File: src/inc/stmr_pkg.sv
package stmr_pkg;
  // Byte locations, one AXI word each
  localparam logic [7:0] ADDR_COUNT_LOW = 8'h00;
  localparam logic [7:0] ADDR_COUNT_HIGH = 8'h04;
  localparam logic [7:0] ADDR_CMP_A_LOW = 8'h08;
  localparam logic [7:0] ADDR_CMP_A_HIGH = 8'h0c;
  localparam logic [7:0] ADDR_CMP_B_LOW = 8'h10;
  localparam logic [7:0] ADDR_CMP_B_HIGH = 8'h14;
  localparam logic [7:0] ADDR_CAPTURE_LOW = 8'h18;
  localparam logic [7:0] ADDR_CAPTURE_HIGH = 8'h1c;
  localparam logic [7:0] ADDR_CONTROL_A = 8'h20;
  localparam logic [7:0] ADDR_CONTROL_B = 8'h24;
  localparam logic [7:0] ADDR_CONTROL_C = 8'h28;
  localparam logic [7:0] ADDR_FLAG = 8'h2c;
  localparam logic [7:0] ADDR_MASK = 8'h30;
  localparam logic [7:0] ADDR_POWER = 8'h34;
  // Flag and mask bit positions
  localparam int FLAG_OVERFLOW = 0;
  localparam int FLAG_CMP_A = 1;
  localparam int FLAG_CMP_B = 2;
  localparam int FLAG_CAPTURE = 5;
  localparam logic [7:0] FLAG_USED = 8'h27;
  // Control field positions
  localparam int CTLA_WGM_LSB = 0;
  localparam int CTLB_CS_LSB = 0;
  localparam int CTLB_WGM_LSB = 3;
  localparam int CTLB_EDGE = 6;
  localparam int CTLB_NOISE = 7;
  localparam int CTLC_COMPARATOR = 0;
  localparam int POWER_REDUCE = 0;
  localparam logic [7:0] CONTROL_RESET = 8'h00;
  localparam logic [7:0] POWER_RESET = 8'h00;
  localparam logic [15:0] VALUE_RESET = 16'h0000;
  // Count limits
  localparam logic [15:0] COUNT_BOTTOM = 16'h0000;
  localparam logic [15:0] COUNT_MAX = 16'hffff;
  localparam logic [15:0] TOP_8BIT = 16'h00ff;
  localparam logic [15:0] TOP_9BIT = 16'h01ff;
  localparam logic [15:0] TOP_10BIT = 16'h03ff;
  localparam int NOISE_SAMPLES = 4;
  localparam logic [1:0] RESP_OKAY = 2'b00;
  localparam logic [1:0] RESP_SLVERR = 2'b10;

  typedef enum logic [2:0] {
    CS_STOP = 3'b000, CS_DIV1 = 3'b001, CS_DIV8 = 3'b010,
    CS_DIV64 = 3'b011, CS_DIV256 = 3'b100, CS_DIV1024 = 3'b101,
    CS_EXT_FALL = 3'b110, CS_EXT_RISE = 3'b111
  } stmr_clock_sel_type;

  typedef struct packed {
    logic [3:0] wgm;
    stmr_clock_sel_type clk_sel;
    logic edge_rise;
    logic noise_en;
    logic use_comparator;
  } stmr_ctrl_type;
endpackage

File: src/rtl/stmr_top.sv
// Notes on behaviour
// One 8-bit high-byte latch per timer for all 16-bit accesses except compare reads.
// Count, compare and capture share that latch; accesses overwrite it.
// Low-byte access starts the 16-bit transfer; high-byte touches latch only.
// Low-byte write loads latch plus new low byte in one cycle.
// Low-byte read copies register high byte into latch same cycle.
// Compare reads return both bytes directly, latch untouched.
// Software writes high byte before low byte.
// Software reads low byte before high byte.
// Main code blocks interrupts around its two-byte access.
// Count zero is BOTTOM.
// Count all-ones is MAX.
// TOP is a fixed value, compare A or capture, by mode.
// Counter advances on prescaler tick or selected external pin edge.
// No clock source selected: counter holds its value.
// Buffered compare values compared with count continuously.
// Compare match sets its compare flag.
// Compare A as PWM TOP drives no output; TOP double buffered.
// Pin or comparator edge, optionally filtered, captures the count.
// Overflow, compare and capture flags, each maskable.
// Three control registers are plain single-byte accesses.
// Software clears power reduction bit before use.
// Count high-byte location reaches the latch, not the counter.
// CPU count write beats clear or count in the same cycle.
// High-byte writes change only the latch.
module stmr_top (
  input wire logic REF_CLK_I,
  input wire logic RSTN_I,
  input wire logic [7:0] S_AXI_AWADDR_I,
  input wire logic S_AXI_AWVALID_I,
  output logic S_AXI_AWREADY_O,
  input wire logic [31:0] S_AXI_WDATA_I,
  input wire logic [3:0] S_AXI_WSTRB_I,
  input wire logic S_AXI_WVALID_I,
  output logic S_AXI_WREADY_O,
  output logic [1:0] S_AXI_BRESP_O,
  output logic S_AXI_BVALID_O,
  input wire logic S_AXI_BREADY_I,
  input wire logic [7:0] S_AXI_ARADDR_I,
  input wire logic S_AXI_ARVALID_I,
  output logic S_AXI_ARREADY_O,
  output logic [31:0] S_AXI_RDATA_O,
  output logic [1:0] S_AXI_RRESP_O,
  output logic S_AXI_RVALID_O,
  input wire logic S_AXI_RREADY_I,
  input wire logic EXTERNAL_COUNT_PIN_I,
  input wire logic CAPTURE_INPUT_PIN_I,
  input wire logic COMPARATOR_I,
  output logic COMPARE_OUTPUT_A_O,
  output logic COMPARE_OUTPUT_B_O,
  output logic [3:0] IRQ_REQ_O
);
  import stmr_pkg::*;

  logic aw_held, w_held;
  logic [7:0] wr_addr;
  logic [7:0] wr_byte;
  logic wr_strb;
  logic [7:0] latch_high;
  logic [15:0] count_value, compare_value_a, compare_value_b;
  logic [15:0] buf_a, buf_b, capture_value;
  logic [7:0] timer_control_a, timer_control_b, timer_control_c;
  logic [7:0] timer_flag_register, timer_mask_register, power_control;
  logic count_down;
  logic [9:0] prescale;
  logic ext_s1, ext_s2, ext_prev;
  logic cap_s1, cap_s2, cmp_s1, cmp_s2;
  logic [NOISE_SAMPLES-1:0] cap_hist;
  logic cap_level, cap_prev;
  stmr_ctrl_type ctrl;
  logic wr_go, rd_go, timer_tick, capture_event, at_top, at_bottom;
  logic [15:0] top_value;
  logic [31:0] rd_word;
  logic rd_ok;

  function automatic logic [15:0] top_of(input logic [3:0] wgm,
      input logic [15:0] ocra, input logic [15:0] icr);
    case (wgm)
      4'h1, 4'h5: top_of = TOP_8BIT;
      4'h2, 4'h6: top_of = TOP_9BIT;
      4'h3, 4'h7: top_of = TOP_10BIT;
      4'h4, 4'h9, 4'hb, 4'hf: top_of = ocra;
      4'h8, 4'ha, 4'hc, 4'he: top_of = icr;
      default: top_of = COUNT_MAX;
    endcase
  endfunction

  function automatic logic is_pwm(input logic [3:0] wgm);
    is_pwm = !(wgm == 4'h0 || wgm == 4'h4 || wgm == 4'hc);
  endfunction

  function automatic logic dual_slope(input logic [3:0] wgm);
    dual_slope = (wgm >= 4'h1 && wgm <= 4'h3) ||
                 (wgm >= 4'h8 && wgm <= 4'hb);
  endfunction

  function automatic logic icr_is_top(input logic [3:0] wgm);
    icr_is_top = (wgm == 4'h8 || wgm == 4'ha || wgm == 4'hc ||
                  wgm == 4'he);
  endfunction

  function automatic logic a_is_top(input logic [3:0] wgm);
    a_is_top = (wgm == 4'h4 || wgm == 4'h9 || wgm == 4'hb ||
                wgm == 4'hf);
  endfunction

  assign ctrl.wgm = {timer_control_b[CTLB_WGM_LSB+1:CTLB_WGM_LSB],
                     timer_control_a[CTLA_WGM_LSB+1:CTLA_WGM_LSB]};
  assign ctrl.clk_sel = stmr_clock_sel_type'(
      timer_control_b[CTLB_CS_LSB+2:CTLB_CS_LSB]);
  assign ctrl.edge_rise = timer_control_b[CTLB_EDGE];
  assign ctrl.noise_en = timer_control_b[CTLB_NOISE];
  assign ctrl.use_comparator = timer_control_c[CTLC_COMPARATOR];

  assign wr_go = aw_held && w_held && !S_AXI_BVALID_O;
  assign rd_go = S_AXI_ARVALID_I && S_AXI_ARREADY_O;

  // AXI write channel: address and data taken in either order
  always_ff @(posedge REF_CLK_I or negedge RSTN_I) begin
    if (!RSTN_I) begin
      aw_held <= 1'b0;
      w_held <= 1'b0;
      wr_addr <= 8'h00;
      wr_byte <= 8'h00;
      wr_strb <= 1'b0;
      S_AXI_AWREADY_O <= 1'b1;
      S_AXI_WREADY_O <= 1'b1;
      S_AXI_BVALID_O <= 1'b0;
      S_AXI_BRESP_O <= RESP_OKAY;
    end else begin
      if (S_AXI_AWVALID_I && S_AXI_AWREADY_O) begin
        aw_held <= 1'b1;
        wr_addr <= {S_AXI_AWADDR_I[7:2], 2'b00};
        S_AXI_AWREADY_O <= 1'b0;
      end
      if (S_AXI_WVALID_I && S_AXI_WREADY_O) begin
        w_held <= 1'b1;
        wr_byte <= S_AXI_WDATA_I[7:0];
        wr_strb <= S_AXI_WSTRB_I[0];
        S_AXI_WREADY_O <= 1'b0;
      end
      if (wr_go) begin
        aw_held <= 1'b0;
        w_held <= 1'b0;
        S_AXI_BVALID_O <= 1'b1;
        S_AXI_BRESP_O <= (wr_addr <= ADDR_POWER) ? RESP_OKAY : RESP_SLVERR;
      end
      if (S_AXI_BVALID_O && S_AXI_BREADY_I) begin
        S_AXI_BVALID_O <= 1'b0;
        S_AXI_AWREADY_O <= 1'b1;
        S_AXI_WREADY_O <= 1'b1;
      end
    end
  end

  // Read decode; high locations of count and capture show the latch
  always_comb begin
    rd_word = 32'h0000_0000;
    rd_ok = 1'b1;
    case ({S_AXI_ARADDR_I[7:2], 2'b00})
      ADDR_COUNT_LOW: rd_word[7:0] = count_value[7:0];
      // high via latch
      ADDR_COUNT_HIGH: rd_word[7:0] = latch_high;
      ADDR_CAPTURE_LOW: rd_word[7:0] = capture_value[7:0];
      ADDR_CAPTURE_HIGH: rd_word[7:0] = latch_high;
      // compare direct read
      ADDR_CMP_A_LOW: rd_word[7:0] = buf_a[7:0];
      ADDR_CMP_A_HIGH: rd_word[7:0] = buf_a[15:8];
      ADDR_CMP_B_LOW: rd_word[7:0] = buf_b[7:0];
      ADDR_CMP_B_HIGH: rd_word[7:0] = buf_b[15:8];
      ADDR_CONTROL_A: rd_word[7:0] = timer_control_a;
      ADDR_CONTROL_B: rd_word[7:0] = timer_control_b;
      ADDR_CONTROL_C: rd_word[7:0] = timer_control_c;
      ADDR_FLAG: rd_word[7:0] = timer_flag_register;
      ADDR_MASK: rd_word[7:0] = timer_mask_register;
      ADDR_POWER: rd_word[7:0] = power_control;
      default: rd_ok = 1'b0;
    endcase
  end

  always_ff @(posedge REF_CLK_I or negedge RSTN_I) begin
    if (!RSTN_I) begin
      S_AXI_ARREADY_O <= 1'b1;
      S_AXI_RVALID_O <= 1'b0;
      S_AXI_RDATA_O <= 32'h0000_0000;
      S_AXI_RRESP_O <= RESP_OKAY;
    end else if (rd_go) begin
      S_AXI_ARREADY_O <= 1'b0;
      S_AXI_RVALID_O <= 1'b1;
      S_AXI_RDATA_O <= rd_word;
      S_AXI_RRESP_O <= rd_ok ? RESP_OKAY : RESP_SLVERR;
    end else if (S_AXI_RVALID_O && S_AXI_RREADY_I) begin
      S_AXI_RVALID_O <= 1'b0;
      S_AXI_ARREADY_O <= 1'b1;
    end
  end

  // shared high-byte latch
  always_ff @(posedge REF_CLK_I or negedge RSTN_I) begin
    if (!RSTN_I) begin
      latch_high <= 8'h00;
    end else if (wr_go && wr_strb && (wr_addr == ADDR_COUNT_HIGH ||
        wr_addr == ADDR_CMP_A_HIGH || wr_addr == ADDR_CMP_B_HIGH ||
        wr_addr == ADDR_CAPTURE_HIGH)) begin
      // any high write overwrites
      latch_high <= wr_byte;
    end else if (rd_go) begin
      // low read fills latch
      case ({S_AXI_ARADDR_I[7:2], 2'b00})
        ADDR_COUNT_LOW: latch_high <= count_value[15:8];
        ADDR_CAPTURE_LOW: latch_high <= capture_value[15:8];
        default: latch_high <= latch_high;
      endcase
    end
  end

  // plain byte control registers
  always_ff @(posedge REF_CLK_I or negedge RSTN_I) begin
    if (!RSTN_I) begin
      timer_control_a <= CONTROL_RESET;
      timer_control_b <= CONTROL_RESET;
      timer_control_c <= CONTROL_RESET;
      timer_mask_register <= CONTROL_RESET;
      power_control <= POWER_RESET;
    end else if (wr_go && wr_strb) begin
      case (wr_addr)
        ADDR_CONTROL_A: timer_control_a <= wr_byte;
        ADDR_CONTROL_B: timer_control_b <= wr_byte;
        ADDR_CONTROL_C: timer_control_c <= wr_byte;
        ADDR_MASK: timer_mask_register <= wr_byte & FLAG_USED;
        ADDR_POWER: power_control <= wr_byte;
        default: ;
      endcase
    end
  end

  // Prescaler and external pin; the sync chain feeds only the edge detect
  always_ff @(posedge REF_CLK_I or negedge RSTN_I) begin
    if (!RSTN_I) begin
      prescale <= 10'h000;
      ext_s1 <= 1'b0;
      ext_s2 <= 1'b0;
      ext_prev <= 1'b0;
    end else begin
      prescale <= prescale + 10'h001;
      ext_s1 <= EXTERNAL_COUNT_PIN_I;
      ext_s2 <= ext_s1;
      ext_prev <= ext_s2;
    end
  end

  // tick source select
  always_comb begin
    case (ctrl.clk_sel)
      CS_DIV1: timer_tick = 1'b1;
      CS_DIV8: timer_tick = &prescale[2:0];
      CS_DIV64: timer_tick = &prescale[5:0];
      CS_DIV256: timer_tick = &prescale[7:0];
      CS_DIV1024: timer_tick = &prescale;
      CS_EXT_FALL: timer_tick = ext_prev && !ext_s2;
      CS_EXT_RISE: timer_tick = ext_s2 && !ext_prev;
      // stopped, count holds
      default: timer_tick = 1'b0;
    endcase
    // Power reduction stops counting and capture; the prescaler keeps running
    if (power_control[POWER_REDUCE]) begin
      timer_tick = 1'b0;
    end
  end

  // TOP by mode
  assign top_value = top_of(ctrl.wgm, compare_value_a, capture_value);
  // BOTTOM at zero
  assign at_bottom = (count_value == COUNT_BOTTOM);
  assign at_top = (count_value == top_value);

  // Counter with direction for dual-slope modes
  always_ff @(posedge REF_CLK_I or negedge RSTN_I) begin
    if (!RSTN_I) begin
      count_value <= VALUE_RESET;
      count_down <= 1'b0;
    end else if (wr_go && wr_strb && wr_addr == ADDR_COUNT_LOW) begin
      // low write starts transfer
      // CPU write wins
      // latch and low byte together
      count_value <= {latch_high, wr_byte};
    end else if (timer_tick) begin
      if (dual_slope(ctrl.wgm)) begin
        if (at_top) begin
          count_down <= 1'b1;
          count_value <= count_value - 16'h0001;
        end else if (at_bottom && count_down) begin
          count_down <= 1'b0;
          count_value <= count_value + 16'h0001;
        end else if (count_down) begin
          count_value <= count_value - 16'h0001;
        end else begin
          count_value <= count_value + 16'h0001;
        end
      end else begin
        count_down <= 1'b0;
        count_value <= at_top ? COUNT_BOTTOM : count_value + 16'h0001;
      end
    end
  end

  // double-buffered compare and TOP; PWM loads at TOP or BOTTOM
  always_ff @(posedge REF_CLK_I or negedge RSTN_I) begin
    if (!RSTN_I) begin
      buf_a <= VALUE_RESET;
      buf_b <= VALUE_RESET;
      compare_value_a <= VALUE_RESET;
      compare_value_b <= VALUE_RESET;
    end else begin
      // only low writes load
      if (wr_go && wr_strb && wr_addr == ADDR_CMP_A_LOW) begin
        buf_a <= {latch_high, wr_byte};
      end
      if (wr_go && wr_strb && wr_addr == ADDR_CMP_B_LOW) begin
        buf_b <= {latch_high, wr_byte};
      end
      if (!is_pwm(ctrl.wgm) || (timer_tick &&
          (dual_slope(ctrl.wgm) ? at_bottom : at_top))) begin
        compare_value_a <= buf_a;
        compare_value_b <= buf_b;
      end
    end
  end

  // Capture path; filter needs equal samples before a level change
  always_ff @(posedge REF_CLK_I or negedge RSTN_I) begin
    if (!RSTN_I) begin
      cap_s1 <= 1'b0;
      cap_s2 <= 1'b0;
      cmp_s1 <= 1'b0;
      cmp_s2 <= 1'b0;
      cap_hist <= '0;
      cap_level <= 1'b0;
      cap_prev <= 1'b0;
    end else begin
      cap_s1 <= CAPTURE_INPUT_PIN_I;
      cap_s2 <= cap_s1;
      cmp_s1 <= COMPARATOR_I;
      cmp_s2 <= cmp_s1;
      cap_hist <= {cap_hist[NOISE_SAMPLES-2:0],
                   ctrl.use_comparator ? cmp_s2 : cap_s2};
      if (!ctrl.noise_en) begin
        cap_level <= cap_hist[0];
      end else if (&cap_hist || !(|cap_hist)) begin
        cap_level <= cap_hist[0];
      end
      cap_prev <= cap_level;
    end
  end

  // edge select, no capture while capture defines TOP
  assign capture_event = !icr_is_top(ctrl.wgm) &&
      !power_control[POWER_REDUCE] &&
      (ctrl.edge_rise ? (cap_level && !cap_prev) : (!cap_level && cap_prev));

  always_ff @(posedge REF_CLK_I or negedge RSTN_I) begin
    if (!RSTN_I) begin
      capture_value <= VALUE_RESET;
    end else if (capture_event) begin
      capture_value <= count_value;
    end else if (wr_go && wr_strb && wr_addr == ADDR_CAPTURE_LOW &&
        icr_is_top(ctrl.wgm)) begin
      capture_value <= {latch_high, wr_byte};
    end
  end

  // flags: set beats write-one-to-clear
  always_ff @(posedge REF_CLK_I or negedge RSTN_I) begin
    if (!RSTN_I) begin
      timer_flag_register <= 8'h00;
    end else begin
      for (int i = 0; i < 8; i++) begin
        if (wr_go && wr_strb && wr_addr == ADDR_FLAG && wr_byte[i]) begin
          timer_flag_register[i] <= 1'b0;
        end
      end
      // overflow at MAX, at TOP in single-slope PWM, at BOTTOM in dual-slope modes
      if (timer_tick && (dual_slope(ctrl.wgm) ? (at_bottom && count_down)
          : (is_pwm(ctrl.wgm) ? at_top : count_value == COUNT_MAX))) begin
        timer_flag_register[FLAG_OVERFLOW] <= 1'b1;
      end
      // match sets flag
      if (timer_tick && count_value == compare_value_a) begin
        timer_flag_register[FLAG_CMP_A] <= 1'b1;
      end
      if (timer_tick && count_value == compare_value_b) begin
        timer_flag_register[FLAG_CMP_B] <= 1'b1;
      end
      if (capture_event) begin
        timer_flag_register[FLAG_CAPTURE] <= 1'b1;
      end
    end
  end

  // continuous compare to outputs
  always_ff @(posedge REF_CLK_I or negedge RSTN_I) begin
    if (!RSTN_I) begin
      COMPARE_OUTPUT_A_O <= 1'b0;
      COMPARE_OUTPUT_B_O <= 1'b0;
      IRQ_REQ_O <= 4'h0;
    end else begin
      // A as PWM TOP drives nothing
      COMPARE_OUTPUT_A_O <= (count_value == compare_value_a) &&
          !(is_pwm(ctrl.wgm) && a_is_top(ctrl.wgm));
      COMPARE_OUTPUT_B_O <= (count_value == compare_value_b);
      IRQ_REQ_O <= {timer_flag_register[FLAG_CAPTURE],
                    timer_flag_register[FLAG_CMP_B],
                    timer_flag_register[FLAG_CMP_A],
                    timer_flag_register[FLAG_OVERFLOW]} &
                   {timer_mask_register[FLAG_CAPTURE],
                    timer_mask_register[FLAG_CMP_B],
                    timer_mask_register[FLAG_CMP_A],
                    timer_mask_register[FLAG_OVERFLOW]};
    end
  end
endmodule

File: config.mk
export PLATFORM = sky130hd
export DESIGN_NAME = stmr_top
export DESIGN_NICKNAME = d
export VERILOG_FILES = /design/src/inc/stmr_pkg.sv /design/src/rtl/stmr_top.sv
export SDC_FILE = /design/constraint.sdc
export NUM_CORES = 1
export LEC_CHECK = 0
export BUFFER_PORTS_ARGS = -buffer_cell sky130_fd_sc_hd__clkbuf_2
export CAP_MARGIN = 20
export CELL_PAD_IN_SITES_DETAIL_PLACEMENT = 1
export CELL_PAD_IN_SITES_GLOBAL_PLACEMENT = 2
export CORE_MARGIN = 5
export CORE_UTILIZATION = 42
export DETAILED_ROUTE_END_ITERATION = 8
export PLACE_DENSITY = 0.87
export SLEW_MARGIN = 40
export SYNTH_ARGS = -nofsm -noshare
export SYNTH_HDL_FRONTEND = slang
export SYNTH_SLANG_ARGS = --single-unit
File: constraint.sdc
create_clock -name REF_CLK_I -period 9.7 [get_ports REF_CLK_I]
set_input_delay 0.97 -clock REF_CLK_I [delete_from_list [all_inputs] [get_ports REF_CLK_I]]
set_output_delay 0.97 -clock REF_CLK_I [all_outputs]
set_load 0.05 [all_outputs]
==> results of run 1 <==
==> Yosys cell counts, types with 12 or more instances <==
| cell | number |
|---|---|
| sky130_fd_sc_hd__dfrtp_1 | 203 |
| sky130_fd_sc_hd__mux2_2 | 90 |
| sky130_fd_sc_hd__nor2_1 | 84 |
| sky130_fd_sc_hd__nand2_1 | 74 |
| sky130_fd_sc_hd__o21ai_0 | 73 |
| sky130_fd_sc_hd__a21oi_1 | 55 |
| sky130_fd_sc_hd__clkbuf_1 | 52 |
| sky130_fd_sc_hd__nor3_1 | 30 |
| sky130_fd_sc_hd__mux2i_1 | 29 |
| sky130_fd_sc_hd__buf_4 | 28 |
| sky130_fd_sc_hd__inv_1 | 28 |
| sky130_fd_sc_hd__xnor2_1 | 26 |
| sky130_fd_sc_hd__xor2_1 | 23 |
| sky130_fd_sc_hd__a221oi_1 | 19 |
| sky130_fd_sc_hd__nand3_1 | 19 |
| sky130_fd_sc_hd__a22oi_1 | 17 |
| sky130_fd_sc_hd__mux2_1 | 16 |
| sky130_fd_sc_hd__or3_1 | 15 |
| sky130_fd_sc_hd__a31oi_1 | 14 |
| sky130_fd_sc_hd__nand2b_1 | 14 |
| sky130_fd_sc_hd__a22o_1 | 13 |
| sky130_fd_sc_hd__buf_1 | 12 |
==> where the power goes <==
part / switching, uW / leakage, uW / internal (uW)
combinational: 426 / 0.00235 / 296
clock: 357 / 0.000361 / 504
sequential: 319 / 0.00271 / 1010
total: 1100 / 0.00542 / 1810
==> metal layers <==
metal | wire, um | part of all wire [%] | global-route usage [%]
met3 | 1979 | 5.6 | 2.948
met5 | 0 | 0 | 0
met1 | 15530 | 44 | 32.17
met4 | 1238 | 3.5 | 7.403
met2 | 16900 | 47 | 38.81
==> worst paths after layout <==
kind                                       to          startpoint  slack [ns]
max                        compare_value_b[5]  timer_control_b[3]        5.34
min                                    cmp_s2              cmp_s1        0.35
max reg2reg                compare_value_b[5]  timer_control_b[3]        5.34
min reg2reg                            cmp_s2              cmp_s1        0.35
max in group asynchronous     count_value[13]              RSTN_I        7.66
min in group asynchronous         cap_hist[1]              RSTN_I        0.42
==> per-stage QoR <==
step	utilization (%)	std cells	setup slack, ns
2_1_floorplan	-	1133	6.591
3_3_place_gp	44.35	1435	5.462
3_5_place_dp	44.45	1436	5.443
4_1_cts	47.32	1480	5.426
5_1_grt	47.40	1480	5.169
6_report	47.40	1480	5.341
==> flip-flops by register name, indices dropped and copies added (netlist names), 6 cells and up <==
name / count
prescale: 10
buf_a: 16
timer_control_a: 8
power_control: 8
wr_addr: 6
S_AXI_RDATA_O: 8
timer_control_b: 8
latch_high: 8
timer_control_c: 8
buf_b: 16
capture_value: 16
count_value: 16
wr_byte: 8
compare_value_a: 16
compare_value_b: 16
==> cell type report <==
cell class	instances	area share [%]
clock buffers	39	5.814
clock inverters	5	0.2431
inverters	28	0.8508
multi-input cells	795	44.45
flip-flops and latches	206	41.76
well taps	335	3.393
repair buffers	72	3.484
==> cell families after synthesis <==
family | Yosys count | share of synthesized area, %
compound gates | 275 | 16.57
xor+xnor | 49 | 3.855
fa+ha+maj | 4 | 0.4496
buf+inv | 132 | 5.698
flops | 206 | 46.34
mux | 135 | 13.33
other cells | 1 | 0.03369
simple gates | 306 | 13.72
==> qor.txt, run 1 <==
==================================================================================
Post-cts hold buffer count                                                       0
Share of the cycle needed by the critical path after routing                44.94%
Final estimated routing congestion in global placement                      0.8569
Ys Warns                                                                         0
RSZ-0062 raised after global routing                                            no
Number of buffers on the longest clock path                                      3
Total wire length after detailed routing                                  35.64 mm
Cell with the largest stage delay on the worst path                   sky130_fd_sc_hd__nand2b_1
Antenna cells                                                                    0
Maximum Capacitance Violations                                                   0
Final instance area                                                    12,350 um^2
Multi-input logic area                                                   5492 um^2
Area inside the core boundary                                          26,060 um^2
Total via count after detailed routing                                       9,045
Resize count post-CTS                                                            0
Actual transition at the worst max-transition pin                        0.8869 ns
Final setup viols                                                                0
Endpoint required time on the critical path                               10.10 ns
WP buf/inv                                                                       1
Most common library cell in the layout ignoring fill and taps         sky130_fd_sc_hd__dfrtp_1
Post-synth EDFFs                                                                 0
Total GRT Usage                                                             23.42%
Post-synthesis to final-layout area growth                                  10.97%
Insertion delay of the later-clocked pin in the worst-skew pair            0.52 ns
Remaining number of nets flagged by the antenna check after routing              0
Mean number of vias per cell                                                 6.111
Port bufs                                                                       51
Logic depth of the worst register-to-register path                               9
Number of clock buffers inserted by TritonCTS                                   24
Overall power of the completed layout                                      2912 uW
Result of the run                                                     complete, no violations
Final hold violation count                                                       0
Count of boundary I/O pins                                                     109
Portion of synthesized cell area occupied by the leading cell type          45.63%
Syn avg cell area                                                       10.05 um^2
FF+latch area                                                            5159 um^2
Detailed Place HPWL                                                       25.13 mm
Overflow after GRT                                                               0
Biggest fanout along the worst timing path                                      44
VDD IR-drop max                                                          0.1625 mV
Clock sink total                                                               206
Flop and latch count out of synthesis                                          206
Worst relative slew slack                                                   40.66%
Stages on the worst setup path                                                   9
CTS root buf                                                          sky130_fd_sc_hd__clkbuf_16
Initial antenna violation count                                                  0
Vias in the first global route                                               9,520
Time the worst path needs with I/O delays and setup                       4.359 ns
Final #Nets                                                                  1,193
Die W                                                                     172.8 um
Static leakage                                                         0.005418 uW
Number of standard cells after synthesis                                     1,108
Initial DRC count                                                              734
Post-DP Area                                                           11,580 um^2
Cell variety after synth                                                        73
Top cells by area, synth                                              sky130_fd_sc_hd__dfrtp_1 46%, sky130_fd_sc_hd__mux2_2 9.1%, sky130_fd_sc_hd__o21ai_0 3.3%
Share of the yosys chip area belonging to registers                         46.34%
Detailed-route DRC error count                                                   0
Type of origin of the critical path                                           flop
First-pass GRT wire length                                                56.59 mm
DIE AREA                                                               29,860 um^2
Async set or reset register ratio after synthesis                           100.0%
Slowest Stage Delay on Critical Path                                       0.73 ns
Post-synthesis instance area                                           11,130 um^2
Layout cell share with drive strength beyond 1                              19.74%
Clk slew on worst S/H paths                                                0.06 ns
Type of destination of the critical path                                      flop
Count of standard-cell rows                                                     59
Initial Utilization                                                         42.72%
Dominant register cell in the synthesized netlist                     sky130_fd_sc_hd__dfrtp_1
Max frequency                                                            229.4 MHz
Post-CTS setup buffer count                                                      0
Worst hold slack                                                         0.3465 ns
Crit-path cells                                                       nand2b_1 -> a31oi_1 -> or3_1 -> a222oi_1 -> and4_1 -> nand2b_4 -> o31ai_4 -> buf_4 -> mux2_2
Number of cells traversed by the worst hold path                                 0
Top cell type by total area after synthesis                           sky130_fd_sc_hd__dfrtp_1
Largest net degree at the start of global routing                               83
Worst setup path class                                                flop to flop
Skew final                                                              0.01282 ns
Number of levels in the clock H-tree                                             1
Max-slew violations                                                              0
Filler instances                                                             2,876
Setup TNS                                                                     0 ns
CTS tree                                                                      done
DIE HEIGHT                                                                172.8 um
Top Family by Delay on Critical Path                                  simple AND/OR/NAND/NOR gates
Initial DRT Pass Iterations                                                      7
Power per Cell Area                                                   235.7 nW/um^2
Hold Crit Class                                                       flop to flop
Data arrival time of the worst path                                        4.76 ns
Most used cells in the layout excluding fill and tap cells            203 x sky130_fd_sc_hd__dfrtp_1, 90 x sky130_fd_sc_hd__mux2_2, 82 x sky130_fd_sc_hd__nor2_1
WL/cell                                                                   24.08 um
==================================================================================
(Power assumes the default switching activity.)
==> inputs of run 2 (changes only) <==
Settings changed: CORE_UTILIZATION 42 to 39, PLACE_DENSITY 0.87 to 0.82.
Clock period 9.7 ns to 4.21 ns, I/O delays scaled along.
==> run 2 against run 1 <==
Net effect: total power up 140%; first-iteration DRC count down 6.5%; core utilization down 2.2 points; sequential power up 130%; count of clock-buffer cells in the layout down 1; cell count up 4.5%; worst hold slack worse by 0.29 ns; die area up 7.2%; critical path depth unchanged; fmax up 20%; critical path type unchanged.
==> qor.txt, run 2 (synthesis results as in run 1) <==
==================================================================================
Total GRT Usage                                                             23.05%   -0.37 points
Global-route layer with the greatest usage                                    met2
Count of boundary I/O pins                                                     109   unchanged
Time the worst path needs with I/O delays and setup                       3.645 ns   -0.7144 ns
Initial DRT Pass Iterations                                                      5   -2
Initial DRC count                                                              686   -6.5%
# placed instances                                                           1,498   +4.3%
Met3 layer usage reported by global route                                   2.889%   -0.059 points
Cell with the largest stage delay on the worst path                   sky130_fd_sc_hd__dfrtp_1
Port bufs                                                                       51   unchanged
Detailed Place HPWL                                                       26.33 mm   +4.8%
Detailed-route DRC error count                                                   0   unchanged
Insertion delay of the later-clocked pin in the worst-skew pair            0.53 ns   about the same
Logic depth of the worst register-to-register path                               9   unchanged
Most common library cell in the layout ignoring fill and taps         sky130_fd_sc_hd__dfrtp_1
Crit-path cells                                                       or3_1 -> a21boi_0 -> or3_1 -> a222oi_1 -> and4_1 -> nand2b_4 -> o31ai_4 -> buf_12 -> mux2_2
Type of destination of the critical path                                      flop
Initial Utilization                                                         39.74%   -3.0 points
Met1 Use GR                                                                 32.63%   +0.47 points
Slowest Stage Delay on Critical Path                                       0.76 ns   +0.03 ns
Total wire length after detailed routing                                  36.61 mm   +2.7%
Post-synthesis to final-layout area growth                                  13.69%
VDD IR-drop max                                                          0.3260 mV   +100%
DIE AREA                                                               32,020 um^2   +7.2%
Endpoint required time on the critical path                                4.62 ns   -5.48 ns
Clk slew on worst S/H paths                                                0.06 ns   about the same
Skew final                                                              0.01123 ns   -0.001595 ns
Max-slew violations                                                              0   unchanged
Final #Nets                                                                  1,216   +1.9%
Layout cell share with drive strength beyond 1                              20.98%   +1.2 points
Overall power of the completed layout                                      6920 uW   +140%
Critical path's most frequent cell                                    sky130_fd_sc_hd__or3_1
Mean number of vias per cell                                                 5.866   -4.0%
Overflow after GRT                                                               0   unchanged
Hold Crit Class                                                       primary input to flop
DIE HEIGHT                                                                178.9 um   +3.6%
Final setup viols                                                                0   unchanged
Largest net degree at the start of global routing                               96   +16%
Count of standard-cell rows                                                     61   +3.4%
CTS tree                                                                      done
First-pass GRT wire length                                                56.71 mm   +0.22%
Final estimated routing congestion in global placement                      0.8586   +0.20%
Setup TNS                                                                     0 ns   unchanged
CTS root buf                                                          sky130_fd_sc_hd__clkbuf_16
Data arrival time of the worst path                                        4.05 ns   -0.71 ns
Die W                                                                     178.9 um   +3.6%
Max frequency                                                            274.4 MHz   +20%
Biggest fanout along the worst timing path                                      44   unchanged
Number of cells traversed by the worst hold path                                 2   +2
Initial antenna violation count                                                  0   unchanged
Number of levels in the clock H-tree                                             1   unchanged
WL/cell                                                                   23.68 um   -1.7%
Result of the run                                                     complete, no violations
Remaining number of nets flagged by the antenna check after routing              0   unchanged
Most used cells in the layout excluding fill and tap cells            203 x sky130_fd_sc_hd__dfrtp_1, 90 x sky130_fd_sc_hd__mux2_2, 83 x sky130_fd_sc_hd__nor2_1
RSZ-0062 raised after global routing                                            no
Static leakage                                                         0.005564 uW   +2.7%
Vias in the first global route                                               9,389   -1.4%
Type of origin of the critical path                                           flop
Clock sink total                                                               206   unchanged
Total via count after detailed routing                                       9,069   +0.27%
Actual transition at the worst max-transition pin                        0.8598 ns   -0.02704 ns
Met2 track demand over resource                                             37.40%   -1.4 points
Number of buffers on the longest clock path                                      3   unchanged
Power per Cell Area                                                   546.8 nW/um^2   +130%
Area inside the core boundary                                          28,010 um^2   +7.5%
Maximum Capacitance Violations                                                   0   unchanged
Resize count post-CTS                                                            0   unchanged
Antenna cells                                                                    0   unchanged
Worst relative slew slack                                                   42.47%   +1.8 points
Worst setup path class                                                flop to flop
Filler instances                                                             3,122   +8.6%
Final hold violation count                                                       0   unchanged
Finished Layout Cells                                                        1,546   +4.5%
Share of the cycle needed by the critical path after routing                86.57%   +42 points
Number of clock buffers inserted by TritonCTS                                   24   unchanged
==================================================================================
-- run 2: changes by cell type in the layout (fill, tap and decap cells not counted), moves of 2 or more --
cell	previous run	this run
sky130_fd_sc_hd__buf_12	0	3
sky130_fd_sc_hd__buf_4	19	37
sky130_fd_sc_hd__buf_6	2	0
sky130_fd_sc_hd__clkbuf_1	10	7
sky130_fd_sc_hd__clkbuf_8	4	6
sky130_fd_sc_hd__clkinv_4	0	2
sky130_fd_sc_hd__dlygate4sd3_1	0	4
-- run 2: stage by stage --
step	setup slack, ns	area [um^2]	hold slack [ns]	utilization, %
CTS	0.5830	12650	0.04320	45.17
finish	0.5652	12660	0.05679	45.18
detailed placement	0.5910	11810	0.3404	42.18
global placement	0.6147	11790	0.3333	42.10
floorplan	1.101	11230	0.1254	-
global route	0.2925	12660	0.05814	45.18
-- run 2: timing repair --
| item | CTS | global route |
|---|---|---|
| hold buffers | 4 | 0 |
| buffers inserted | 0 | 0 |
| hold endpoints to repair | 74 | 0 |
-- run 2: cell type report --
class                   count  area (um^2)  area share [%]
repair buffers             95        643.1           5.082
inverters                  28        105.1          0.8305
multi-input cells         795         5477           43.27
clock inverters             6        65.06          0.5141
clock buffers              38        734.5           5.803
well taps                 378        473.0           3.737
flip-flops and latches    206         5159           40.76
-- run 2: worst paths after layout --
kind / startpoint / end / slack [ns]
min reg2reg: ext_s1 / ext_s2 / 0.35
min in group asynchronous: RSTN_I / cap_hist[2] / 0.47
min: S_AXI_AWVALID_I / S_AXI_AWREADY_O / 0.06
max: timer_control_b[4] / compare_value_b[5] / 0.57
max in group asynchronous: RSTN_I / timer_control_b[2] / 2.74
max reg2reg: timer_control_b[4] / compare_value_b[5] / 0.57
-- run 2: where the power goes --
group          internal, uW  switching, uW
Combinational           734           1060
Sequential             2330            689
Clock                  1260            854
-- run 2: metal layers --
metal | wire (um) | vias up | part of all wire (%)
met5 | 0 | - | 0
met4 | 1071 | 0 | 2.9
met3 | 1769 | 66 | 4.8
met2 | 17240 | 246 | 47
met1 | 16530 | 4676 | 45
li1 | - | 4081 | -
-- run 2: critical path: cells and delay by family, from the launching register on --
family | cells | cell delay (ns)
compound gates | 3 | 0.85
simple gates | 4 | 1.24
buf+inv | 1 | 0.28
mux | 1 | 0.36
flops | 1 | 0.76
